### src/wwdt_params.svh
// constants for the windowed watchdog: offsets, fields, resets and timing
`ifndef WWDT_PARAMS_SVH
`define WWDT_PARAMS_SVH

// ----------------------------------------------------------------------
// register byte offsets
// ----------------------------------------------------------------------
`define WWDT_ADR_CTRL0      8'h00
`define WWDT_ADR_CTRL1      8'h04
`define WWDT_ADR_PWR        8'h08
`define WWDT_ADR_ISTS       8'h0c
`define WWDT_ADR_IMASK      8'h10
`define WWDT_ADR_COUNT      8'h14

// ----------------------------------------------------------------------
// field positions
// ----------------------------------------------------------------------
`define WWDT_C0_EN          0
`define WWDT_C0_PS_LSB      1
`define WWDT_C0_PS_MSB      5
`define WWDT_C1_CS_LSB      0
`define WWDT_C1_CS_MSB      2
`define WWDT_C1_WIN_LSB     8
`define WWDT_C1_WIN_MSB     10
`define WWDT_PWR_BREACH     0
`define WWDT_PWR_RSTF       1
`define WWDT_PWR_EXPF       2
`define WWDT_PWR_PDF        3
`define WWDT_IRQ_TMO        0
`define WWDT_IRQ_VIOL       1
`define WWDT_IRQ_WAKE       2

// ----------------------------------------------------------------------
// reset values and codes
// ----------------------------------------------------------------------
`define WWDT_PS_RST         5'h0b
`define WWDT_SW_EN_RST      1'b0
`define WWDT_WIN_RST        3'h7
`define WWDT_CS_RST         3'h0
`define WWDT_PS_MAX         5'h12
`define WWDT_PS_BASE        5'h05
`define WWDT_WIN_FULL       3'h7
`define WWDT_CFG_DEFER      3'h7
`define WWDT_CS_MF          3'h1
`define WWDT_MODE_ON        2'h3
`define WWDT_MODE_AWAKE     2'h2
`define WWDT_MODE_SW        2'h1

// ----------------------------------------------------------------------
// timing
// ----------------------------------------------------------------------
`define WWDT_CLK_HZ         250000000
`define WWDT_LF_HZ          31000
`define WWDT_MF_HZ          31250

`endif

### src/wwdt_pkg.sv
// types shared by the windowed watchdog design
package wwdt_pkg;

	// time base source
	typedef enum logic {WWDT_SRC_LF, WWDT_SRC_MF} wwdt_src_e;

	// whole state of the watchdog block
	typedef struct packed {
		logic        sw_en;
		logic [4:0]  ps;
		logic [2:0]  win;
		logic [2:0]  cs;
		logic [23:0] cnt;
		logic [13:0] div;
		logic        armed;
		logic        sleep_d;
		logic        osf_s1;
		logic        osf_s2;
		logic        ost_s1;
		logic        ost_s2;
		logic        breach;
		logic        rstf;
		logic        expf;
		logic        pdf;
		logic [2:0]  ists;
		logic [2:0]  imask;
		logic        irq;
		logic        ack;
		logic [31:0] dat;
		logic        sys_rst;
		logic        wake;
	} wwdt_state_s;

endpackage : wwdt_pkg

### src/wwdt_top.sv
// windowed watchdog timer with wishbone register access
//
// Design decisions made here: the address map and register access over Wishbone.
`timescale 1ns/10ps
`include "wwdt_params.svh"

// Summary of operation
// - reset the system when the count reaches the period without valid kick.
// - windowed mode accepts a kick only inside the open window; else violation.
// - time base is the 31 kHz or 31.25 kHz source, chosen by config or register.
// - enable config 11 keeps the watchdog running always, sleep included.
// - enable config 10 runs while awake, stops during sleep.
// - enable config 01 follows the software enable bit.
// - enable config 00 keeps the watchdog off always.
// - five-bit prescale picks 1 ms to 256 s, two seconds after reset.
// - window size from config field, or from register when config is 111.
// - window spans 12.5 to 100 percent of period; 100 means unrestricted.
// - violation resets the system and clears the breach flag; firmware sets it.
// - windowed kick needs a prior read of control zero; unarmed kick violates.
// - counter clears on reset, kick, sleep change, off, startup wait, control zero and one writes.
// - counter clears on sleep entry and wake, held clear during startup wait.
// - time-out during sleep wakes the device and updates status flags.
// - oscillator failure clears the counter; divider changes do not.
// - control zero: prescale at bits 5..1, enable at bit 0, 7..6 read zero.
// - prescale codes double 1:32 to 1:8388608; reserved codes act as 1:32.

module wwdt_top
	import wwdt_pkg::*;
#(
	parameter int LF_DIV = `WWDT_CLK_HZ / `WWDT_LF_HZ,
	parameter int MF_DIV = `WWDT_CLK_HZ / `WWDT_MF_HZ
)(
	// clock and reset
	input  wire logic        clk_i,
	input  wire logic        rst_i,
	// wishbone slave
	input  wire logic        wb_cyc_i,
	input  wire logic        wb_stb_i,
	input  wire logic        wb_we_i,
	input  wire logic [7:0]  wb_adr_i,
	input  wire logic [3:0]  wb_sel_i,
	input  wire logic [31:0] wb_dat_i,
	output logic      [31:0] wb_dat_o,
	output logic             wb_ack_o,
	// configuration word fields
	input  wire logic [1:0]  dog_enable_cfg_i,
	input  wire logic [2:0]  clk_src_cfg_i,
	input  wire logic [2:0]  window_size_cfg_i,
	// core and oscillator status
	input  wire logic        kick_instruction_i,
	input  wire logic        sleep_i,
	input  wire logic        osc_startup_wait_i,
	input  wire logic        osc_fail_i,
	// results
	output logic             sys_reset_o,
	output logic             wake_o,
	output logic             irq_o
);

	// ----------------------------------------------------------------------
	// state
	// ----------------------------------------------------------------------
	wwdt_state_s st_r;
	wwdt_state_s st_nxt;

	// decoded terms, shared by the next-state logic and the checks
	logic        acc;
	logic        wr0;
	logic        wr1;
	logic        wrp;
	logic        wri;
	logic        wrm;
	logic        rd0;
	logic        active;
	logic        tick;
	logic [13:0] div_lim;
	logic [4:0]  ps_eff;
	logic [23:0] period_m1;
	logic [23:0] open_at;
	logic [2:0]  win_eff;
	logic        windowed;
	logic        in_open;
	logic        kick;
	logic        kick_ok;
	logic        viol;
	logic        sleep_chg;
	logic        clr;
	logic        tmo;
	logic        tmo_wake;
	logic        tmo_sleep;
	wwdt_src_e   src;

	// ----------------------------------------------------------------------
	// bus decode
	// ----------------------------------------------------------------------
	// writes land at the edge where the master sees ack
	always_comb
	begin
		acc = wb_cyc_i & wb_stb_i & st_r.ack;
		wr0 = acc & wb_we_i & (wb_adr_i == `WWDT_ADR_CTRL0);
		wr1 = acc & wb_we_i & (wb_adr_i == `WWDT_ADR_CTRL1);
		wrp = acc & wb_we_i & (wb_adr_i == `WWDT_ADR_PWR);
		wri = acc & wb_we_i & (wb_adr_i == `WWDT_ADR_ISTS);
		wrm = acc & wb_we_i & (wb_adr_i == `WWDT_ADR_IMASK);
		rd0 = acc & !wb_we_i & (wb_adr_i == `WWDT_ADR_CTRL0);
	end

	// ----------------------------------------------------------------------
	// mode, time base, period and window
	// ----------------------------------------------------------------------
	always_comb
	begin
		// enable mode from the config field, sleep and software bit
		case (dog_enable_cfg_i)
			`WWDT_MODE_ON:    active = 1'b1;
			`WWDT_MODE_AWAKE: active = !sleep_i;
			`WWDT_MODE_SW:    active = st_r.sw_en;
			default:          active = 1'b0;
		endcase
		// register select is only consulted when the config defers to it
		if (clk_src_cfg_i == `WWDT_CFG_DEFER)
			src = (st_r.cs == `WWDT_CS_MF) ? WWDT_SRC_MF : WWDT_SRC_LF;
		else
			src = (clk_src_cfg_i == `WWDT_CS_MF) ? WWDT_SRC_MF : WWDT_SRC_LF;
		// the oscillators are modelled as a divided system clock
		div_lim = (src == WWDT_SRC_MF) ? 14'(MF_DIV - 1) : 14'(LF_DIV - 1);
		// a switch to the faster source can leave the divider above its new limit,
		// so compare with at-or-above rather than wait for a full wrap
		tick    = (st_r.div >= div_lim);
		// reserved codes fall back to the shortest interval
		ps_eff    = (st_r.ps > `WWDT_PS_MAX) ? 5'h00 : st_r.ps;
		period_m1 = (24'h000001 << (`WWDT_PS_BASE + ps_eff)) - 24'h000001;
		// window of code plus one eighths of the period, code 7 means always open
		win_eff  = (window_size_cfg_i == `WWDT_CFG_DEFER) ? st_r.win
			: window_size_cfg_i;
		windowed = (win_eff != `WWDT_WIN_FULL);
		// open part sits at the end of the period
		open_at  = 24'(`WWDT_WIN_FULL - win_eff) << (5'h02 + ps_eff);
		in_open  = (st_r.cnt >= open_at);
	end

	// ----------------------------------------------------------------------
	// kick, clear and time-out decisions
	// ----------------------------------------------------------------------
	always_comb
	begin
		kick      = kick_instruction_i & active;
		// an unarmed or early kick in windowed mode is a violation
		kick_ok   = !windowed | (st_r.armed & in_open);
		viol      = kick & !kick_ok;
		sleep_chg = (sleep_i != st_r.sleep_d);
		// divider setting changes are not an input, so they cannot clear
		clr = !active | (kick & kick_ok) | sleep_chg | st_r.ost_s2 | st_r.osf_s2
			| wr0 | wr1 | viol;
		tmo       = active & tick & !clr & (st_r.cnt == period_m1);
		tmo_wake  = tmo & !sleep_i;
		tmo_sleep = tmo & sleep_i;
	end

	// ----------------------------------------------------------------------
	// next state
	// ----------------------------------------------------------------------
	always_comb
	begin
		st_nxt = st_r;

		// synchronisers for the asynchronous oscillator monitors
		st_nxt.osf_s1  = osc_fail_i;
		st_nxt.osf_s2  = st_r.osf_s1;
		st_nxt.ost_s1  = osc_startup_wait_i;
		st_nxt.ost_s2  = st_r.ost_s1;
		st_nxt.sleep_d = sleep_i;

		// free running time base divider
		st_nxt.div = tick ? 14'h0000 : st_r.div + 14'h0001;

		// watchdog counter
		if (clr || tmo)
			st_nxt.cnt = 24'h000000;
		else if (tick)
			st_nxt.cnt = st_r.cnt + 24'h000001;

		// arming: a read of control zero, used up by any kick
		if (kick_instruction_i)
			st_nxt.armed = 1'b0;
		else if (rd0)
			st_nxt.armed = 1'b1;

		// control registers, byte lanes honoured
		if (wr0 && wb_sel_i[0])
		begin
			st_nxt.sw_en = wb_dat_i[`WWDT_C0_EN];
			st_nxt.ps    = wb_dat_i[`WWDT_C0_PS_MSB:`WWDT_C0_PS_LSB];
		end
		if (wr1 && wb_sel_i[0])
			st_nxt.cs = wb_dat_i[`WWDT_C1_CS_MSB:`WWDT_C1_CS_LSB];
		if (wr1 && wb_sel_i[1])
			st_nxt.win = wb_dat_i[`WWDT_C1_WIN_MSB:`WWDT_C1_WIN_LSB];

		// power control flags: breach set by firmware, others cleared by a one
		if (wrp && wb_sel_i[0])
		begin
			if (wb_dat_i[`WWDT_PWR_BREACH])
				st_nxt.breach = 1'b1;
			if (wb_dat_i[`WWDT_PWR_RSTF])
				st_nxt.rstf = 1'b0;
			if (wb_dat_i[`WWDT_PWR_EXPF])
				st_nxt.expf = 1'b0;
			if (wb_dat_i[`WWDT_PWR_PDF])
				st_nxt.pdf = 1'b0;
		end
		// hardware events come after the writes so that they win
		if (sleep_i && !st_r.sleep_d)
			st_nxt.pdf = 1'b1;
		if (viol)
		begin
			st_nxt.breach = 1'b0;
			st_nxt.rstf   = 1'b1;
		end
		if (tmo)
		begin
			st_nxt.rstf = 1'b1;
			st_nxt.expf = 1'b1;
		end
		if (tmo_sleep)
			st_nxt.pdf = 1'b1;

		// reset request to the system, or a wake while asleep
		st_nxt.sys_rst = tmo_wake | viol;
		st_nxt.wake    = tmo_sleep;

		// interrupt status: write one to clear, new events win
		if (wri && wb_sel_i[0])
			st_nxt.ists = st_r.ists & ~wb_dat_i[2:0];
		if (tmo_wake)
			st_nxt.ists[`WWDT_IRQ_TMO] = 1'b1;
		if (viol)
			st_nxt.ists[`WWDT_IRQ_VIOL] = 1'b1;
		if (tmo_sleep)
			st_nxt.ists[`WWDT_IRQ_WAKE] = 1'b1;
		if (wrm && wb_sel_i[0])
			st_nxt.imask = wb_dat_i[2:0];
		st_nxt.irq = |(st_nxt.ists & st_nxt.imask);

		// one wait state, ack drops the cycle after it was given
		st_nxt.ack = wb_cyc_i & wb_stb_i & !st_r.ack;
		st_nxt.dat = 32'h00000000;
		if (wb_cyc_i && wb_stb_i && !st_r.ack && !wb_we_i)
		begin
			// unmapped offsets answer with zero
			if (wb_adr_i == `WWDT_ADR_CTRL0)
				st_nxt.dat = {26'h0000000, st_r.ps, st_r.sw_en};
			else if (wb_adr_i == `WWDT_ADR_CTRL1)
				st_nxt.dat = {21'h000000, st_r.win, 5'h00, st_r.cs};
			else if (wb_adr_i == `WWDT_ADR_PWR)
				st_nxt.dat = {28'h0000000, st_r.pdf, st_r.expf, st_r.rstf,
					st_r.breach};
			else if (wb_adr_i == `WWDT_ADR_ISTS)
				st_nxt.dat = {29'h00000000, st_r.ists};
			else if (wb_adr_i == `WWDT_ADR_IMASK)
				st_nxt.dat = {29'h00000000, st_r.imask};
			else if (wb_adr_i == `WWDT_ADR_COUNT)
				st_nxt.dat = {8'h00, st_r.cnt};
		end
	end

	// ----------------------------------------------------------------------
	// state register
	// ----------------------------------------------------------------------
	// reset leaves breach set, as after power-up
	always_ff @(posedge clk_i)
	begin
		if (rst_i)
		begin
			st_r        <= '0;
			st_r.sw_en  <= `WWDT_SW_EN_RST;
			st_r.ps     <= `WWDT_PS_RST;
			st_r.win    <= `WWDT_WIN_RST;
			st_r.cs     <= `WWDT_CS_RST;
			st_r.breach <= 1'b1;
		end
		else
			st_r <= st_nxt;
	end

	// outputs come straight from the state register
	assign wb_dat_o    = st_r.dat;
	assign wb_ack_o    = st_r.ack;
	assign sys_reset_o = st_r.sys_rst;
	assign wake_o      = st_r.wake;
	assign irq_o       = st_r.irq;
endmodule : wwdt_top

### config.mk
export PLATFORM = sky130hd
export DESIGN_NAME = wwdt_top
export DESIGN_NICKNAME = d
export VERILOG_FILES = /design/src/wwdt_pkg.sv /design/src/wwdt_top.sv
export VERILOG_INCLUDE_DIRS = /design/src /design/src/src
export SDC_FILE = /design/constraint.sdc
export NUM_CORES = 1
export LEC_CHECK = 0
export BUFFER_PORTS_ARGS = -buffer_cell sky130_fd_sc_hd__buf_4
export CAP_MARGIN = 30
export CELL_PAD_IN_SITES_DETAIL_PLACEMENT = 1
export CELL_PAD_IN_SITES_GLOBAL_PLACEMENT = 2
export CORE_ASPECT_RATIO = 0.9
export CORE_UTILIZATION = 35
export CTS_BUF_LIST = sky130_fd_sc_hd__clkbuf_8
export DETAILED_ROUTE_END_ITERATION = 8
export PLACE_DENSITY_LB_ADDON = 0.08
export SYNTH_ARGS = -nofsm -noshare
export SYNTH_HDL_FRONTEND = slang
export SYNTH_SLANG_ARGS = --single-unit
### constraint.sdc
create_clock -name clk_i -period 5.7 [get_ports clk_i]
set_input_delay 1.71 -clock clk_i [delete_from_list [all_inputs] [get_ports clk_i]]
set_output_delay 1.71 -clock clk_i [all_outputs]
set_load 0.01 [all_outputs]
======== Word-level counts from Yosys, hierarchy flattened ========
Cells that the tools add are included.
word-level totals
  register bits after elaboration ......... 102
  output and inout bits ................... 36
cells by class
  equality and inequality tests ........... 15
  muxes and demuxes ....................... 27
  $add $sub $neg .......................... 6
  bitwise gates (word level) .............. 34
  shift operators ......................... 2
  reduce and logical (&&, ||, !) cells .... 40
  $lt $le $gt $ge ......................... 3
operators by type and width
  cell                     count
  $mux W11                 5
  $add A24 B1 Y24 const B  1
  $eq A24 B24 Y1           1
  $ge A24 B24 Y1           1
  $shl A1 B5 Y24 const A   1
  $shl A24 B5 Y24          1
  $sub A24 B1 Y24 const B  1
  $and A1 B1 Y1            20
  $eq A8 B4 Y1 const B     2
  $eq A8 B5 Y1 const B     2
  $add A14 B1 Y14 const B  1
  $ge A14 B13 Y1           1
  $mux W1                  12
  $reduce_bool A3 Y1       4
  $logic_and A1 B1 Y1      10
  $mux W3                  3
  $or A1 B1 Y1             9
  $eq A8 B3 Y1 const B     1
  $logic_not A1 Y1         8
  $logic_not A8 Y1         1
  $reduce_and A2 Y1        4
  $reduce_bool A2 Y1       4
  $reduce_or A2 Y1         4
  $reduce_or A8 Y1         1
  22 further kinds         29

======== Longest topological paths before layout ========
Gate-level depths: netlist of run 1.
  depth in word-level cells ............... 22
  mapped depth ............................ 23
  depth with buffers taken out ............ 18

======== Worst setup path after synthesis of run 1 ========
OpenSTA, ideal clock, no wires.
  path type ............................... flip-flop to flip-flop
  start point ............................. reg st_r[100] in the netlist's numbering
  end point ............................... reg st_r[73] in the netlist's numbering
  stages on the path, launching flop included .. 23
  arrival time ............................ 4679 ps
  setup time .............................. 116 ps
  path slack .............................. 906 ps
  period minus slack after synthesis ...... 4794 ps
  cell sequence ........................... dfxtp_1 buf_2 buf_2 clkbuf_1 o31ai_1 nand2_1 inv_1 ha_1 clkbuf_2 a2111o_1 nand2_1 nor2_1 or2_2 ha_1 clkbuf_1 xnor2_1 a21boi_0 o21ai_0 nor4bb_1 nand4_1 nor4b_1 nand3_1 and3_1
on the way
  cells in the longest elaborated chain, start to end .. 20
RTL lines
  what                          RTL line         source
  from (decl)                   wwdt_top.sv:63   wwdt_state_s st_r;
  from (signal assigned)        wwdt_top.sv:283  st_r <= st_nxt;
  $gt A5 B5 Y1 (no line)        -
  $mux W5 *                     wwdt_top.sv:131  ps_eff = (st_r.ps > `WWDT_PS_MAX) ? 5'h00 : st_r.ps;
  $add A2 B5 Y5                 wwdt_top.sv:138  open_at = 24'(`WWDT_WIN_FULL - win_eff) << (5'h02 + ps_eff);
  $shl A24 B5 Y24               wwdt_top.sv:138
  $ge A24 B24 Y1                wwdt_top.sv:139  in_open = (st_r.cnt >= open_at);
  $and A1 B1 Y1                 wwdt_top.sv:149  kick_ok = !windowed | (st_r.armed & in_open);
  $or A1 B1 Y1                  wwdt_top.sv:149
  $and A1 B1 Y1                 wwdt_top.sv:153  clr = !active | (kick & kick_ok) | sleep_chg | st_r.ost_s2 | st_r.osf_s2
  $or A1 B1 Y1 (4 in series)    wwdt_top.sv:153
  $or A1 B1 Y1 (3 in series)    wwdt_top.sv:154  | wr0 | wr1 | viol;
  $logic_not A1 Y1              wwdt_top.sv:155  tmo = active & tick & !clr & (st_r.cnt == period_m1);
  $and A1 B1 Y1 (2 in series)   wwdt_top.sv:155
  $logic_or A1 B1 Y1 *          wwdt_top.sv:178  if (clr || tmo)
  $reduce_or A2 Y1 (no line) *  -
Mark *: on every way between the ends. The rest lies on a longest branch, timed or not.
A chain may end at the register's enable or synchronous reset.

======== Worst setup path in the final report of run 1 ========
  start point ............................. reg st_r[98] in the netlist's numbering
  end point ............................... reg st_r[42] in the netlist's numbering
on the way
  cells in the longest elaborated chain, start to end .. 21
RTL lines
  what                          RTL line         source
  $gt A5 B5 Y1 (no line)        -
  $mux W5 *                     wwdt_top.sv:131
  $add A2 B5 Y5                 wwdt_top.sv:138
  $shl A24 B5 Y24               wwdt_top.sv:138
  $ge A24 B24 Y1                wwdt_top.sv:139
  $and A1 B1 Y1                 wwdt_top.sv:149
  $or A1 B1 Y1                  wwdt_top.sv:149
  $and A1 B1 Y1                 wwdt_top.sv:153
  $or A1 B1 Y1 (4 in series)    wwdt_top.sv:153
  $or A1 B1 Y1 (3 in series)    wwdt_top.sv:154
  $logic_not A1 Y1              wwdt_top.sv:155
  $and A1 B1 Y1                 wwdt_top.sv:155
  $and A1 B1 Y1 *               wwdt_top.sv:155
  $and A1 B1 Y1 *               wwdt_top.sv:157  tmo_sleep = tmo & sleep_i;
  $reduce_bool A3 Y1 (no line)  -
  $reduce_and A2 Y1 (no line)   -
Marked as above.

==> flow_summary.yaml, run 1 <==
outcome:
  status: "finished clean"
place:
  dp_hpwl_um: 18400
  gp_congestion: 0.919
  io_buffers: 63
yosys:
  ys_types: 83
  synth_flop_cell: "dfxtp_1"
  synthTopCellsByArea: "dfxtp_1, ha_1, nand2_1, nor2_1, buf_4"
  yosysSeqAreaShare: 0.275
  synthCells: 867
  synth_area_leader_cell: "dfxtp_1"
  yosysWarnings: 0
  synth_edf_count: 0
  syn_area_per_cell_um2: 7.89
  ys_seq_elements: 94
  yosysTopAreaCellShare: 0.275
  async_reset_ff_frac: 0
  netlist_area_um2: 6840
drt:
  via_count: 6558
  first_pass_iters: 5
  viasPerCell: 5.69
  postRouteAntennaNets: 0
  wirelength_um: 23300
  wire_per_inst_um: 20.3
  drt_iter0_drc: 328
  drcViolationCount: 0
timing:
  rsz0062_at_grt: "false"
  maxSlewHeadroom: 0.326
  fin_crit_sh: 0.884
  fin_skew_ps: 17.8
  drv_slew: 0
  tightestPinTransition_ps: 1010
  setup_viol: 0
  tns_ps: 0
  fmax_mhz: 198
  hold_violations: 0
  post-route-min-period_ps: 5040
die:
  io_pins: 97
  dieArea_um2: 20100
  die_w_um: 149
  chipHeight_um: 135
  coreArea_um2: 19200
  std_cell_rows: 48
  start_util: 0.357
flow_run:
  maxCapViolCount: 0
pwr:
  power_density_nw_per_um2: 158
  leakagePower_uw: 0.00293
  vdd_drop_max_v: 0.000105
  power_uw: 1190
setup_path:
  worstSetupEndpointType: "flip-flop"
  crit_chain: "o31ai_1, nand2_1, inv_1, ha_1, nor4bb_1, o21a_1, nor2_1, or2_2, ha_1, xor2_1, nand4_1, a21oi_1, nor4bb_1, nand4_1, nor4b_1, buf_4, nand3_1, buf_4, o22ai_1"
  crit_fanout: 7
  arrival_ps: 5360
  r2r_slack_ps: 660
  crit_family: "simple AND/OR/NAND/NOR gates"
  path_class: "reg2reg"
  crit_start: "st_r[98]"
  rr_worst_depth: 19
  slowest_stage: "ha_1"
  crit_path_start_kind: "flip-flop"
  crit_buf_inv: 3
  critPathMaxStageDelay_ps: 370
  reg2reg_from: "st_r[98]"
  r2r_end: "st_r[42]"
  worstPathRequired_ps: 6020
global_routing:
  grt_max_degree: 36
  overflow: 0
  grt_pass1_wl_um: 36600
  grt_pass1_vias: 6524
  grtUsageTotal: 0.238
  antenna_found_initial: 0
clock_network:
  cts_tree: "built"
  max-clock-path-buffers: 2
  cts.sinks: 94
  clk_latency_ps: 400
  cts_setup_buffers: 0
  clk_pin_slew_ps: 110
  root_buffer: "clkbuf_8"
  cts_resized: 0
  h-tree-depth: 3
  numCtsBuffers: 9
  ctsHoldBuffers: 0
cells_and_area:
  antenna_cells: 0
  area_growth_syn_to_layout_pct: 10.7
  final_net_count: 991
  final_layout_size_suffix_gt1_frac: 0.142
worst_hold_path:
  hold_class: "reg2reg"
  hold_start: "st_nxt[46]"
  hold_depth: 1
  holdPathEnd: "st_r[46]"
## cell usage after synthesis (all sizes together) (3+ instances only)
| library cell | count |
|---|---|
| nor2b | 13 |
| or2 | 5 |
| o31ai | 4 |
| nor4b | 3 |
| or3 | 13 |
| nand2 | 86 |
| a21boi | 3 |
| mux2i | 22 |
| a211oi | 8 |
| o22ai | 8 |
| nand4 | 21 |
| nor4bb | 3 |
| a211o | 8 |
| ha | 33 |
| a32oi | 5 |
| nand2b | 13 |
| nor3b | 9 |
| a22oi | 10 |
| a32o | 4 |
| a22o | 4 |
| o211ai | 7 |
| inv | 23 |
| and3 | 20 |
| xnor2 | 26 |
| o21a | 6 |
| and4 | 4 |
| and2 | 21 |
| a31oi | 8 |
| nor4 | 9 |
| nand3b | 7 |
| a31o | 3 |
| a221oi | 8 |
| a21oi | 40 |
| a21o | 14 |
| clkbuf | 26 |
| nor2 | 74 |
| nand3 | 31 |
| xor2 | 25 |
| buf | 49 |
| o21ai | 31 |
| nor3 | 44 |
| dfxtp | 94 |
## how the worst max path moves through the flow
stage                     slack (ps)  cells after the start        to
after global placement           630                     16     irq_o
after detailed placement         550                     16     irq_o
after global routing             270                     19  st_r[42]
after CTS                        610                     19  st_r[42]
after floorplan                  910                     22  st_r[73]
final                            660                     19  st_r[42]
## sequential cells by signal, indices dropped and copies added, names as in the netlist
register	cells
wb_ack_o	1
wb_dat_o	24
sys_reset_o	1
wake_o	1
st_nxt	2
st_r	64
irq_o	1
## metrics by stage
step | setup WS [ps] | utilization | hold slack, ps | cell area [um^2] | cells
finish | 661 | 0.395 | 457 | 7570 | 1152
global route | 268 | 0.395 | 473 | 7570 | 1152
CTS | 610 | 0.395 | 459 | 7570 | 1152
detailed placement | 553 | 0.385 | 433 | 7380 | 1136
global placement | 632 | 0.385 | 423 | 7380 | 1136
floorplan | 906 | - | 414 | 6870 | 875
## area by class of cell
| class | count | area, um^2 |
|---|---|---|
| sequential | 94 | 1880 |
| timing repair buffer | 86 | 646 |
| inverter | 23 | 86.3 |
| clock inverter | 7 | 68.8 |
| fill | 2332 | 11600 |
| tap | 250 | 313 |
| multi-input combinational | 683 | 4450 |
| clock buffer | 9 | 124 |
## cell families (layout without fill, tap and decap cells)
group,Yosys count,count (layout),synth area share
muxes,24,24,0.0355
adders and majority gates,33,33,0.0604
AOI/OAI and AO/OA,184,184,0.194
xor gates and xnor gates,51,51,0.0653
DFF,94,94,0.275
buffers and inverters,98,125,0.0781
and+or+nand+nor,382,382,0.291
other,1,9,0.000548
## where the power goes
group | switching, uW | total [uW] | internal, uW
sequential | 3.33 | 666 | 663
clock | 284 | 454 | 170
combinational | 42.0 | 73.7 | 31.7
## routing by layer
metal / up-vias / routed length [um] / track usage
met4: 0 / 480 / 0.0703
met5: - / 0 / 0
li1: 3147 / - / -
met3: 26 / 897 / 0.0382
met1: 3242 / 11100 / 0.320
met2: 143 / 10800 / 0.389
## placed cells by master (no fill, tap or decap), drive strengths merged, types with 9 or more instances in the layout
| master | count |
|---|---|
| and2 | 21 |
| buf | 86 |
| mux2i | 22 |
| a21o | 14 |
| o21ai | 31 |
| inv | 26 |
| xnor2 | 26 |
| or3 | 13 |
| nand3 | 31 |
| xor2 | 25 |
| dfxtp | 94 |
| clkbuf | 9 |
| nor4 | 9 |
| nand2 | 86 |
| nand4 | 21 |
| nor2 | 74 |
| a21oi | 40 |
| nor3b | 9 |
| ha | 33 |
| nor3 | 44 |
| and3 | 20 |
| a22oi | 10 |
| nor2b | 13 |
| nand2b | 13 |
| conb | 9 |
Note: power is estimated with default switching activity, not from simulation.
==> run 2, diff against run 1 <==
CORE_UTILIZATION = 32   (was 35)
clock period = 4.6 ns   (was 5.7 ns; I/O delays follow)
==> flow_summary.yaml, run 2 (synthesized netlist as in run 1, its figures left out) <==
outcome:
  status: "finished clean"
worst_hold_path:
  hold_class: "reg2reg"
timing:
  drv_slew: 0
  post-route-min-period_ps: 4310
  setup_viol: 0
  fin_skew_ps: 17.6
  fmax_mhz: 232
  maxSlewHeadroom: 0.524
  fin_crit_sh: 0.938
  hold_violations: 0
  tns_ps: 0
  whs_ps: 454
  setup_slack_ps: 287
  tightestPinTransition_ps: 713
global_routing:
  antenna_found_initial: 1
  grtUsageTotal: 0.228
  grt_pass1_vias: 6877
  overflow: 0
  grt_pass1_wl_um: 38200
  grt_max_degree: 35
clock_network:
  cts.sinks: 94
  max-clock-path-buffers: 2
  h-tree-depth: 3
  cts_resized: 0
  cts_tree: "built"
  numCtsBuffers: 9
  root_buffer: "clkbuf_8"
  clk_pin_slew_ps: 110
  ctsHoldBuffers: 0
  clk_latency_ps: 400
  cts_setup_buffers: 0
drt:
  via_count: 6677
  viasPerCell: 5.51
  drt_iter0_drc: 266
  postRouteAntennaNets: 0
  wirelength_um: 24700
  drcViolationCount: 0
  wire_per_inst_um: 20.4
  first_pass_iters: 5
setup_path:
  critPathMaxStageDelay_ps: 470
  slowest_stage: "a2111o_1"
  crit_chain: "o31ai_1, nand2_1, inv_2, ha_1, a2111o_1, nand2_1, nor2_2, or2_2, ha_2, xor2_1, nand4_1, a21oi_1, nor4bb_2, nand4_1, nor4b_4, nand4b_1, a21oi_1"
  crit_fanout: 4
  worstSetupEndpointType: "flip-flop"
  worstPathRequired_ps: 4920
  crit_path_start_kind: "flip-flop"
  arrival_ps: 4630
  path_class: "reg2reg"
die:
  dieArea_um2: 22000
  std_cell_rows: 50
  start_util: 0.327
  io_pins: 97
  coreArea_um2: 20900
  die_w_um: 156
  chipHeight_um: 141
pwr:
  power.internal_uw: 1100
  p_seq_frac: 0.547
  switching_power_uw: 406
  vdd_drop_max_v: 0.000167
  comb_power_share: 0.065
  p_sw_frac: 0.269
  leakagePower_uw: 0.00308
  clkPwrFrac: 0.388
  power_density_nw_per_um2: 192
flow_run:
  maxCapViolCount: 0
cells_and_area:
  fin_cells: 1211
  nFillCells: 2598
  final_net_count: 1014
  multi_input_area_um2: 4520
  area_growth_syn_to_layout_pct: 15.1
  largest-register: "st_r"
  largest_reg_flops: 64
  final_layout_size_suffix_gt1_frac: 0.175
  seqCellArea_um2: 1880
  final_common_cell: "buf_4"
  layout_common_cells: "buf_4, dfxtp_1, nand2_1"
  antenna_cells: 0
place:
  dp_hpwl_um: 19300
  io_buffers: 63
  placed_cells: 1195
  place_ws_ps: 38.5
  gp_congestion: 0.894
-- run 2: power by group through the flow --
stage / Clock (uW) / Combinational (uW) / Sequential (uW)
5_1_grt: 633 / 107 / 827
3_5_place_dp: 0 / 97.7 / 844
6_report: 586 / 97.8 / 825
2_1_floorplan: 0 / 50.8 / 843
4_1_cts: 606 / 98.3 / 825
3_3_place_gp: 0 / 95.5 / 844
-- run 2: layout make-up --
class                      instances  share of cell area
multi-input combinational        683               0.574
sequential                        94               0.239
timing repair buffer             109               0.106
tap                              286              0.0454
clock buffer                      11              0.0192
inverter                          23              0.0110
clock inverter                     5             0.00588
-- run 2: worst max-delay path: cells and delay by family, from the launching register on --
kind,cells,cell delay [ps]
and+or+nand+nor,9,2000
adders and majority gates,2,600
xor gates and xnor gates,1,150
buffers and inverters,1,60
AOI/OAI and AO/OA,4,1020
DFF,1,400
-- run 2: final timing paths --
| kind | cells past startpoint | slack (ps) | to | startpoint |
|---|---|---|---|---|
| worst min-delay path | 1 | 450 | st_r[46] | st_nxt[46] |
| worst max register to register | 17 | 290 | sys_reset_o | st_r[98] |
| worst max-delay path | 17 | 290 | sys_reset_o | st_r[98] |
| worst min register to register | 1 | 450 | st_r[46] | st_nxt[46] |
-- run 2: metrics by stage --
| stage | instance area (um^2) | total power [uW] | util |
|---|---|---|---|
| after floorplan | 6910 | 894 | - |
| after global placement | 7630 | 939 | 0.365 |
| after detailed placement | 7630 | 942 | 0.365 |
| after CTS | 7830 | 1530 | 0.375 |
| after global routing | 7870 | 1570 | 0.377 |
| final | 7870 | 1510 | 0.377 |
-- run 2: per-layer routing --
layer	routed length, um	global-route usage	vias up
met4	615	0.0841	0
met3	837	0.0295	33
met5	0	0	-
met1	11500	0.298	3290
met2	11700	0.381	153
li1	-	-	3201
==> run 3, diff against run 2 <==
CELL_PAD_IN_SITES_GLOBAL_PLACEMENT = 1   (was 2)
CORE_UTILIZATION = 40   (was 32)
HOLD_SLACK_MARGIN = 0.03   (was default)
==> flow_summary.yaml, run 3 (synthesized netlist as in run 1, its figures left out) <==
cells_and_area:
  multi_input_area_um2: 4510
  largest_reg_flops: 64
  final_net_count: 1001
  seqCellArea_um2: 1880
  largest-register: "st_r"
  layout_common_cells: "buf_4, dfxtp_1, nand2_1"
  nFillCells: 2020
  fin_cells: 1118
  final_layout_size_suffix_gt1_frac: 0.158
  antenna_cells: 0
  area_growth_syn_to_layout_pct: 11.9
setup_path:
  critPathMaxStageDelay_ps: 390
  crit_fanout: 26
  path_class: "reg2reg"
  worstPathRequired_ps: 4930
  worstSetupEndpointType: "flip-flop"
  arrival_ps: 4680
  slowest_stage: "dfxtp_1"
  crit_chain: "buf_8, nand3b_2, inv_2, ha_1, nor3_1, a21oi_1, or2_2, ha_1, o311ai_0, o41ai_1, a311oi_1, xor2_1, nand4_1, nor4b_4, nand4b_1, a21oi_1"
  crit_path_start_kind: "flip-flop"
pwr:
  vdd_drop_max_v: 0.000156
  power_density_nw_per_um2: 189
  leakagePower_uw: 0.00300
clock_network:
  cts.sinks: 94
  max-clock-path-buffers: 2
  cts_tree: "built"
  numCtsBuffers: 9
  clk_pin_slew_ps: 110
  clk_latency_ps: 400
  root_buffer: "clkbuf_8"
  h-tree-depth: 3
die:
  io_pins: 97
  die_w_um: 140
  start_util: 0.417
  coreArea_um2: 16400
  chipHeight_um: 126
  std_cell_rows: 44
  dieArea_um2: 17600
timing:
  whs_ps: 462
  fin_crit_sh: 0.944
  tns_ps: 0
  hold_violations: 0
  setup_viol: 0
  post-route-min-period_ps: 4340
  fmax_mhz: 230
  rsz0062_at_grt: "false"
  drv_slew: 0
  maxSlewHeadroom: 0.459
  tightestPinTransition_ps: 812
  fin_skew_ps: 17.4
  setup_slack_ps: 256
place:
  io_buffers: 63
  dp_hpwl_um: 18000
  gp_congestion: 0.901
  placed_cells: 1102
  place_ws_ps: 45.2
drt:
  drcViolationCount: 0
  wirelength_um: 23000
  postRouteAntennaNets: 0
  wire_per_inst_um: 20.6
  via_count: 6607
  viasPerCell: 5.91
  drt_iter0_drc: 373
  first_pass_iters: 5
global_routing:
  grt_pass1_wl_um: 36700
  grt_max_degree: 36
  overflow: 0
  grtUsageTotal: 0.268
  antenna_found_initial: 0
  grt_pass1_vias: 6780
worst_hold_path:
  hold_class: "reg2reg"
outcome:
  status: "finished clean"
flow_run:
  maxCapViolCount: 0
==> run 3: final timing paths <==
| kind | slack [ps] | cells after the start | start | to |
|---|---|---|---|---|
| worst min-delay path | 460 | 1 | st_nxt[48] | st_r[48] |
| worst max-delay path | 260 | 16 | st_r[96] | st_r[39] |
| worst max register to register | 260 | 16 | st_r[96] | st_r[39] |
| worst min register to register | 460 | 1 | st_nxt[48] | st_r[48] |
==> run 3: metrics by stage <==
stage / instance area, um^2 / util / total power, uW
after detailed placement: 7430 / 0.453 / 939
after global placement: 7430 / 0.453 / 935
after global routing: 7650 / 0.466 / 1510
after CTS: 7600 / 0.464 / 1470
after floorplan: 6910 / - / 894
final: 7650 / 0.466 / 1450
==> run 3: critical path: cells and delay by family, from the launching register on <==
| family | cells | cell delay, ps |
|---|---|---|
| AND/OR/NAND/NOR | 6 | 1580 |
| XOR/XNOR | 1 | 340 |
| buffers and inverters | 2 | 440 |
| flip-flops | 1 | 390 |
| adder cells (fa/ha/maj) | 2 | 590 |
| AO/OA/AOI/OAI | 5 | 950 |
==> run 3: final cells by class <==
| class | count | share of cell area |
|---|---|---|
| repair buffers | 96 | 0.0968 |
| clock inverters | 6 | 0.00670 |
| well taps | 207 | 0.0338 |
| multi-input cells | 683 | 0.589 |
| inverters | 23 | 0.0113 |
| flip-flops and latches | 94 | 0.246 |
| clock buffers | 9 | 0.0162 |
==> run 3: per-layer routing <==
metal  track usage  vias up  share of wire  routed length, um
met5             0        -              0                  0
met4        0.0989        0          0.026                607
met3        0.0471       37          0.043                990
met2         0.439      182           0.46              10600
met1         0.351     3225           0.47              10800
li1              -     3163              -                  -
==> run 3: where the power goes <==
| group | internal, uW | switching (uW) | total, uW | leakage (uW) |
|---|---|---|---|---|
| combinational | 42.1 | 53.1 | 95.2 | 0.00215 |
| clock | 204 | 325 | 529 | 0.0000928 |
| sequential | 821 | 4.38 | 825 | 0.000760 |
| total | 1070 | 382 | 1450 | 0.00300 |
==> run 3: what timing repair did <==
action	in CTS	in global routing
endpoints found under the setup margin	0	32
gates resized for setup	0	8
hold buffers	0	0
setup buffers	0	1
